===== src/inc/timer_pkg.sv =====
// Summary of operation
// - two-bit field picks low, timebase or pin
// - clock code 10 stops the timer
// - low pair bit two joins timers
// - low pair carries, lower interrupt suppressed
// - low pair upper clock field ignored
// - mid pair bit five joins timers
// - mid pair carries, lower interrupt suppressed
// - mid pair upper clock field ignored
// - high pair cascade bit joins timers
// - high pair carries, lower interrupt suppressed
// - third timer bit seven selects one-shot
// - fourth timer one-shot ignored when cascaded
// - fifth timer one-shot, upper ignored cascaded
// - bit six sets fourth output polarity
// - cascaded lower read latches upper count
// - cascaded counter write clears both halves
package timer_pkg;
    localparam int                    NUM_TIMERS  = 6;
    localparam int                    NUM_PAIRS   = 3;
    localparam int                    CNT_W       = 8;
    localparam int                    REG_W       = 8;
    localparam int                    ADDR_W      = 16;
    // index order: 0,1,8,9,a,b
    localparam logic [5:0][15:0]      CON0_ADDR   = {16'hf8ee, 16'hf8ea, 16'hf8e6, 16'hf8e2, 16'hf036, 16'hf032};
    localparam logic [5:0][15:0]      CON1_ADDR   = {16'hf8ef, 16'hf8eb, 16'hf8e7, 16'hf8e3, 16'hf037, 16'hf033};
    localparam logic [5:0][15:0]      CNT_ADDR    = {16'hf8ed, 16'hf8e9, 16'hf8e5, 16'hf8e1, 16'hf035, 16'hf031};
    localparam logic [5:0][7:0]       CON0_WMASK  = {8'hc3, 8'ha3, 8'hc3, 8'ha3, 8'h03, 8'h07};
    localparam logic [7:0]            CON0_RESET  = 8'h00;
    localparam logic [7:0]            REG_ZERO    = 8'h00;
    localparam int                    CS_LSB      = 0;
    localparam int                    CASC_BIT_P0 = 2;
    localparam int                    CASC_BIT_HI = 5;
    localparam int                    NEG_BIT     = 6;
    localparam int                    OST_BIT     = 7;
    localparam int                    RUN_BIT     = 0;
    localparam int                    STAT_BIT    = 7;
    typedef enum logic [1:0] {
        CS_LOW = 2'h0,
        CS_HTB = 2'h1,
        CS_OFF = 2'h2,
        CS_EXT = 2'h3
    } clk_sel_t;
endpackage : timer_pkg


===== src/core/paired_timer_mode_control.sv =====
module paired_timer_mode_control
    import timer_pkg::*;
(
    input  wire logic              ref_clk,
    input  wire logic              rst_b,
    input  wire logic [ADDR_W-1:0] sfrAddr,
    input  wire logic              sfrWrEn,
    input  wire logic              sfrRdEn,
    input  wire logic [REG_W-1:0]  sfrWrData,
    output logic [REG_W-1:0]       sfrRdData,
    input  wire logic              lowSpeedClock,
    input  wire logic              highSpeedTimebaseClock,
    input  wire logic              firstTimerExtClockPin,
    input  wire logic              secondTimerExtClockPin,
    input  wire logic              thirdTimerExtClockPin,
    input  wire logic              fourthTimerExtClockPin,
    input  wire logic              fifthTimerExtClockPin,
    output logic                   firstTimerIrq,
    output logic                   secondTimerIrq,
    output logic                   thirdTimerIrq,
    output logic                   fourthTimerIrq,
    output logic                   fifthTimerIrq,
    output logic                   sixthTimerIrq,
    output logic                   fourthTimerOutput
);
    typedef struct packed {
        logic [NUM_TIMERS-1:0][REG_W-1:0] con0;
        logic [REG_W-1:0]                 rdData;
        logic                             outPin;
    } top_state_t;

    top_state_t                       s_reg;
    top_state_t                       s_next;
    logic [NUM_TIMERS-1:0]            extPins;
    logic [NUM_TIMERS-1:0]            ticks;
    logic [NUM_TIMERS-1:0]            runVec;
    logic [NUM_TIMERS-1:0]            statVec;
    logic [NUM_TIMERS-1:0]            irqVec;
    logic [NUM_TIMERS-1:0]            runWr;
    logic [NUM_TIMERS-1:0]            cntWr;
    logic [NUM_TIMERS-1:0]            cntRd;
    logic [NUM_TIMERS-1:0][CNT_W-1:0] cntVal;
    logic [NUM_PAIRS-1:0]             casc;
    logic [NUM_PAIRS-1:0]             togVec;

    // timer b shares the fourth pin, as the pin map does
    assign extPins = {fourthTimerExtClockPin, fifthTimerExtClockPin, fourthTimerExtClockPin,
                      thirdTimerExtClockPin, secondTimerExtClockPin, firstTimerExtClockPin};

    assign casc[0] = s_reg.con0[0][CASC_BIT_P0];
    assign casc[1] = s_reg.con0[2][CASC_BIT_HI];
    assign casc[2] = s_reg.con0[4][CASC_BIT_HI];

    function automatic logic isUpperCascaded(input int idx, input logic [NUM_PAIRS-1:0] c);
        isUpperCascaded = (idx % 2 == 1) && c[idx / 2];
    endfunction : isUpperCascaded

    always_comb begin
        for (int i = 0; i < NUM_TIMERS; i++) begin
            statVec[i] = runVec[i] && !isUpperCascaded(i, casc);
        end
    end

    genvar g;
    generate
        for (g = 0; g < NUM_TIMERS; g++) begin : gen_clk
            count_clock_select u_sel (
                .ref_clk (ref_clk),
                .rst_b   (rst_b),
                .sel     (s_reg.con0[g][CS_LSB +: 2]),
                .lowClk  (lowSpeedClock),
                .high_speed_timebase_clock  (highSpeedTimebaseClock),
                .extClk  (extPins[g]),
                .tick    (ticks[g])
            );
        end
        for (g = 0; g < NUM_PAIRS; g++) begin : gen_pair
            timer_pair #(
                .W (CNT_W)
            ) u_pair (
                .ref_clk   (ref_clk),
                .rst_b     (rst_b),
                .cascade   (casc[g]),
                .tickLo    (ticks[2*g]),
                .tickHi    (ticks[2*g+1]),
                .oneShotLo (s_reg.con0[2*g][OST_BIT]),
                .oneShotHi (s_reg.con0[2*g+1][OST_BIT]),
                .runData   (sfrWrData[RUN_BIT]),
                .runWrLo   (runWr[2*g]),
                .runWrHi   (runWr[2*g+1]),
                .cntWrLo   (cntWr[2*g]),
                .cntWrHi   (cntWr[2*g+1]),
                .rdLo      (cntRd[2*g]),
                .cntLo     (cntVal[2*g]),
                .cntHiRd   (cntVal[2*g+1]),
                .runLo     (runVec[2*g]),
                .runHi     (runVec[2*g+1]),
                .irqLo     (irqVec[2*g]),
                .irqHi     (irqVec[2*g+1]),
                .toggleHi  (togVec[g])
            );
        end
    endgenerate

    always_comb begin
        s_next        = s_reg;
        s_next.rdData = REG_ZERO;
        runWr         = '0;
        cntWr         = '0;
        cntRd         = '0;
        for (int i = 0; i < NUM_TIMERS; i++) begin
            if (sfrAddr == CON0_ADDR[i]) begin
                // changes while counting act at once; software keeps it stopped
                if (sfrWrEn) begin
                    s_next.con0[i] = sfrWrData & CON0_WMASK[i];
                end
                if (sfrRdEn) begin
                    s_next.rdData = s_reg.con0[i];
                end
            end else if (sfrAddr == CON1_ADDR[i]) begin
                runWr[i] = sfrWrEn;
                if (sfrRdEn) begin
                    s_next.rdData[STAT_BIT] = statVec[i];
                    s_next.rdData[RUN_BIT]  = runVec[i];
                end
            end else if (sfrAddr == CNT_ADDR[i]) begin
                cntWr[i] = sfrWrEn;
                cntRd[i] = sfrRdEn;
                if (sfrRdEn) begin
                    s_next.rdData = cntVal[i];
                end
            end
        end
        // inactive level follows the polarity bit
        s_next.outPin = togVec[1] ^ s_reg.con0[3][NEG_BIT];
    end

    always_ff @(posedge ref_clk or negedge rst_b) begin
        if (!rst_b) begin
            s_reg.con0   <= {NUM_TIMERS{CON0_RESET}};
            s_reg.rdData <= REG_ZERO;
            s_reg.outPin <= 1'b0;
        end else begin
            s_reg <= s_next;
        end
    end

    assign sfrRdData         = s_reg.rdData;
    assign fourthTimerOutput = s_reg.outPin;
    assign firstTimerIrq     = irqVec[0];
    assign secondTimerIrq    = irqVec[1];
    assign thirdTimerIrq     = irqVec[2];
    assign fourthTimerIrq    = irqVec[3];
    assign fifthTimerIrq     = irqVec[4];
    assign sixthTimerIrq     = irqVec[5];
endmodule : paired_timer_mode_control


===== src/core/count_clock_select.sv =====
module count_clock_select
    import timer_pkg::*;
(
    input  wire logic     ref_clk,
    input  wire logic     rst_b,
    input  wire logic [1:0] sel,
    input  wire logic     lowClk,
    input  wire logic     high_speed_timebase_clock,
    input  wire logic     extClk,
    output logic          tick
);
    typedef struct packed {
        logic lowPrev;
        logic htbPrev;
        logic extPrev;
        logic tick;
    } sel_state_t;

    sel_state_t s_reg;
    sel_state_t s_next;

    always_comb begin
        s_next         = s_reg;
        s_next.lowPrev = lowClk;
        s_next.htbPrev = high_speed_timebase_clock;
        s_next.extPrev = extClk;
        case (clk_sel_t'(sel))
            CS_LOW:  s_next.tick = lowClk && !s_reg.lowPrev;
            CS_HTB:  s_next.tick = high_speed_timebase_clock && !s_reg.htbPrev;
            CS_EXT:  s_next.tick = extClk && !s_reg.extPrev;
            default: s_next.tick = 1'b0;
        endcase
    end

    always_ff @(posedge ref_clk or negedge rst_b) begin
        if (!rst_b) begin
            s_reg <= '0;
        end else begin
            s_reg <= s_next;
        end
    end

    assign tick = s_reg.tick;
endmodule : count_clock_select


===== src/core/timer_pair.sv =====
module timer_pair
    import timer_pkg::*;
#(
    parameter int W = CNT_W
) (
    input  wire logic         ref_clk,
    input  wire logic         rst_b,
    input  wire logic         cascade,
    input  wire logic         tickLo,
    input  wire logic         tickHi,
    input  wire logic         oneShotLo,
    input  wire logic         oneShotHi,
    input  wire logic         runData,
    input  wire logic         runWrLo,
    input  wire logic         runWrHi,
    input  wire logic         cntWrLo,
    input  wire logic         cntWrHi,
    input  wire logic         rdLo,
    output logic [W-1:0]      cntLo,
    output logic [W-1:0]      cntHiRd,
    output logic              runLo,
    output logic              runHi,
    output logic              irqLo,
    output logic              irqHi,
    output logic              toggleHi
);
    typedef struct packed {
        logic [W-1:0] lo;
        logic [W-1:0] hi;
        logic [W-1:0] latch;
        logic         runLo;
        logic         runHi;
        logic         irqLo;
        logic         irqHi;
        logic         tog;
    } pair_state_t;

    localparam logic [W-1:0] MAXV = {W{1'b1}};
    localparam logic [W-1:0] ZERO = {W{1'b0}};

    pair_state_t s_reg;
    pair_state_t s_next;
    logic        incLo;
    logic        ovLo;
    logic        incHi;
    logic        ovHi;

    always_comb begin
        s_next = s_reg;
        incLo  = s_reg.runLo && tickLo;
        ovLo   = incLo && (s_reg.lo == MAXV);
        incHi  = cascade ? ovLo : (s_reg.runHi && tickHi);
        ovHi   = incHi && (s_reg.hi == MAXV);
        if (incLo) begin
            s_next.lo = W'(s_reg.lo + 1'b1);
        end
        if (incHi) begin
            s_next.hi = W'(s_reg.hi + 1'b1);
        end
        // a write beats a same-cycle increment
        if (cascade && (cntWrLo || cntWrHi)) begin
            s_next.lo = ZERO;
            s_next.hi = ZERO;
        end else begin
            if (cntWrLo) begin
                s_next.lo = ZERO;
            end
            if (cntWrHi) begin
                s_next.hi = ZERO;
            end
        end
        s_next.irqLo = ovLo && !cascade;
        s_next.irqHi = ovHi;
        if (ovHi) begin
            s_next.tog = ~s_reg.tog;
        end
        if (cascade) begin
            if (ovHi && oneShotLo) begin
                s_next.runLo = 1'b0;
            end
        end else begin
            if (ovLo && oneShotLo) begin
                s_next.runLo = 1'b0;
            end
            if (ovHi && oneShotHi) begin
                s_next.runHi = 1'b0;
            end
        end
        if (runWrLo) begin
            s_next.runLo = runData;
        end
        if (runWrHi) begin
            s_next.runHi = runData;
        end
        if (rdLo && cascade) begin
            s_next.latch = s_reg.hi;
        end
    end

    always_ff @(posedge ref_clk or negedge rst_b) begin
        if (!rst_b) begin
            s_reg <= '0;
        end else begin
            s_reg <= s_next;
        end
    end

    assign cntLo    = s_reg.lo;
    assign cntHiRd  = cascade ? s_reg.latch : s_reg.hi;
    assign runLo    = s_reg.runLo;
    assign runHi    = s_reg.runHi;
    assign irqLo    = s_reg.irqLo;
    assign irqHi    = s_reg.irqHi;
    assign toggleHi = s_reg.tog;
endmodule : timer_pair


===== config.mk =====
export PLATFORM = sky130hd
export DESIGN_NAME = paired_timer_mode_control
export DESIGN_NICKNAME = d
export VERILOG_FILES = /design/src/inc/timer_pkg.sv /design/src/core/paired_timer_mode_control.sv /design/src/core/count_clock_select.sv /design/src/core/timer_pair.sv
export SDC_FILE = /design/constraint.sdc
export NUM_CORES = 1
export LEC_CHECK = 0
export ABC_AREA = 1
export BUFFER_PORTS_ARGS = -buffer_cell sky130_fd_sc_hd__buf_2
export CORE_UTILIZATION = 45
export CTS_CLUSTER_DIAMETER = 50
export DETAILED_ROUTE_END_ITERATION = 6
export PLACE_DENSITY = 0.72
export RECOVER_POWER = 100
export SYNTH_ARGS = -nofsm -noshare
export SYNTH_HDL_FRONTEND = slang
export SYNTH_SLANG_ARGS = --single-unit

===== constraint.sdc =====
create_clock -name ref_clk -period 2.6 [get_ports ref_clk]
set_input_delay 0.13 -clock ref_clk [delete_from_list [all_inputs] [get_ports ref_clk]]
set_output_delay 0.13 -clock ref_clk [all_outputs]
set_load 0.05 [all_outputs]

==> qor.yml <==
outcome: "completed"
ys.flop_type: "dfrtp_1"
vias: 6083
timing.fmax_mhz: 427
hold_violations: 0
routedWlPerCell_um: 14.4
hold_path.class: "primary input to flop"
nets: 996
drv_slew: 0
finalPower_mw: 4.71
max_stage_delay_ps: 720
firstDrtPassIters: 5
place_hpwl_mm: 12.2
num_antenna_cells: 0
setup_viol: 0
ant_nets: 0
cts_tree: "yes"
drc_errors: 0
clock_sinks: 128
start_util_pct: 45.8
largest_register_ffs: 48
fp.dieH_um: 126
drv_cap: 0
grt_pass1_wl_mm: 28.0
start_kind: "primary input"
path_clk_slew_ps: 60
root_buffer: "clkbuf_16"
cts_buffers: 17
drt_wl_total_mm: 16.6
rows: 45
syn-instance-count: 886
slew_headroom_pct: 23.2
core_mm2: 0.0151
drt-initial-drc-count: 479
drive_above_1_share_pct: 12.3
r2r_slack_ps: 310
cp-end-kind: "flop"
path_common_cell: "nand2_1"
ys_seq_elements: 128
die_w_um: 126
yosysSeqAreaShare_pct: 46.2
area_growth_pct: 16.0
cts-htree-levels: 4
globalRouteOverflowTotal: 0
synth_edf_count: 0
power.density_mw_per_mm2: 585
crit_type: "primary input to flop"
crit_slowest_cell: "nor3_1"
grt_max_degree: 85
ios: 50
period_share_pct: 90.0
n_fill_cell: 1399
place.gp.congestion: 0.892
crit_family: "simple AND/OR/NAND/NOR gates"
synth_area_mm2: 0.00694
finalClockSkew_ps: 9.04
synthArstFlopShare_pct: 100
layout_min_cycle_time_ps: 2340
clk_latency_ps: 420
rsz0062_at_grt: "no"
tns_ps: 0
cp_max_fo: 9
yosys_warnings: 0
cp_cell_sequence: "clkbuf_1 -> nand2_2 -> nor3_1 -> inv_2 -> nor3_1 -> inv_1 -> nor2_1 -> inv_2 -> nor2_4 -> inv_2 -> o21ai_1 -> inv_1 -> nand2_1 -> nand2_1 -> nand2_1 -> nand2_1 -> nand2_1 -> a21oi_2"
synth_nets: 927
avgSynthCellArea_um2: 7.83
crit_buf_inv: 6
ir_worst_vdd_uv: 420
grt_pass1_vias: 5736
ys_types: 47
grt_antenna_before_repair: 0
clockBufferDepth: 2
p_leak_nw: 3.89
dieArea_mm2: 0.0159
post_cts.repair.setup_buffers: 0
port_buffers: 47
critPathRequiredTime_ps: 2900
worstPathArrival_ps: 2640
via_per_inst: 5.26
tightest_slew_ps: 1150
track_usage_pct: 22.3
[final timing paths]
kind | from | endpoint | cells past startpoint
worst max-delay path | sfrAddr[7] | sfrRdData[0] | 18
worst min-delay path | sfrWrData[5] | casc[2] | 3
worst max register to register | gen_pair[2].u_pair.cntLo[0] | gen_pair[2].u_pair.runLo | 14
worst min register to register | gen_pair[0].u_pair.s_reg[5] | gen_pair[0].u_pair.s_reg[5] | 2
max in group asynchronous | rst_b | gen_clk[1].u_sel.s_reg[1] | 3
min in group asynchronous | rst_b | gen_pair[2].u_pair.s_reg[18] | 2
[cell families after synthesis]
kind of cell / synth area share, %
multiplexers: 0.162
buffers and inverters: 8.42
XOR/XNOR: 2.40
AND/OR/NAND/NOR: 27.7
AO/OA/AOI/OAI: 14.1
flip-flops: 46.2
adder cells (fa/ha/maj): 1.08
[through the flow]
stage	setup WS [ps]	cell area, µm²	instances	hold slack [ps]	util (%)
6_report	260	8050	1156	44.7	53.2
5_1_grt	34.3	8050	1156	33.0	53.2
4_1_cts	261	8140	1156	28.0	53.8
3_5_place_dp	285	7410	1113	-40.0	48.9
3_3_place_gp	388	7410	1113	-40.5	48.9
2_1_floorplan	512	6940	886	-166	-
[power breakdown]
group	leakage [nW]	switching, mW	internal (mW)
clock network	0.311	0.902	1.63
registers	1.56	0.00630	2.01
logic	2.03	0.119	0.0492
total	3.89	1.03	3.69
[Yosys cell counts (4+ instances only)]
cell      instances  share of area (%)
o21ai_1           5               0.36
o211ai_1          4               0.43
nand4_1           9               0.81
nor2_2           12                1.1
nor2_1           97                5.2
nor2_4            6               0.97
ha_1              6                1.1
nand2_1         180                9.7
xor2_1           15                1.9
clkbuf_1         12               0.65
nor4_1            4               0.36
nand2_4           4               0.65
dfrtp_1         128                 46
o21ai_0          96                6.9
a211oi_1          5               0.54
xnor2_1           4               0.50
a31oi_1           6               0.54
nand2_2           9               0.81
a21oi_1          29                2.1
nand3_1          40                2.9
nor3_1           49                3.5
inv_1           103                5.6
o31ai_1           5               0.54
buf_4             8               0.87
inv_2            11               0.60
[repair_timing]
action | in CTS | in global routing
hold buffers | 11 | 0
hold endpoints to repair | 138 | 0
gates resized for setup | 0 | 0
setup endpoints to repair | 0 | 0
[cell type report]
type / instances / area [µm²] / area share, %
Sequential cell: 128 / 3200 / 39.8
Multi-Input combinational cell: 618 / 3130 / 38.8
Clock buffer: 19 / 443 / 5.50
Inverter: 115 / 434 / 5.39
Timing Repair Buffer: 75 / 427 / 5.30
Tap cell: 188 / 235 / 2.92
Clock inverter: 13 / 184 / 2.28
[placed cells by master, fill, tap and decap left out, types with 3 or more instances in the layout]
master / count
a211oi_1: 5
a21oi_1: 29
a31oi_1: 6
buf_2: 24
buf_4: 11
bufinv_16: 4
clkbuf_1: 28
clkbuf_16: 17
clkinv_2: 4
clkinv_4: 3
dfrtp_1: 128
dlygate4sd3_1: 11
ha_1: 6
inv_1: 103
inv_2: 11
nand2_1: 181
nand2_2: 9
nand2_4: 3
nand3_1: 40
nand4_1: 9
nor2_1: 98
nor2_2: 11
nor2_4: 6
nor3_1: 50
nor3_2: 3
nor3b_1: 3
nor4_1: 4
o2111ai_1: 3
o211ai_1: 4
o21ai_0: 97
o21ai_1: 5
o31ai_1: 5
o32ai_1: 3
xnor2_1: 4
xor2_1: 15
[metal layers]
layer	part of all wire, %	track usage, %
met1	48	31.7
met2	44	33.4
met3	5.4	4.76
met4	2.1	8.01
met5	0	0
[worst register-to-register path, delay by kind of cell, from the launching register on]
family / cells / cell delay, ps
adders and majority gates: 1 / 190
and+or+nand+nor: 8 / 1060
AOI/OAI and AO/OA: 3 / 340
buffers and inverters: 2 / 160
DFF: 1 / 410
Note: power is estimated with default switching activity, not from simulation.
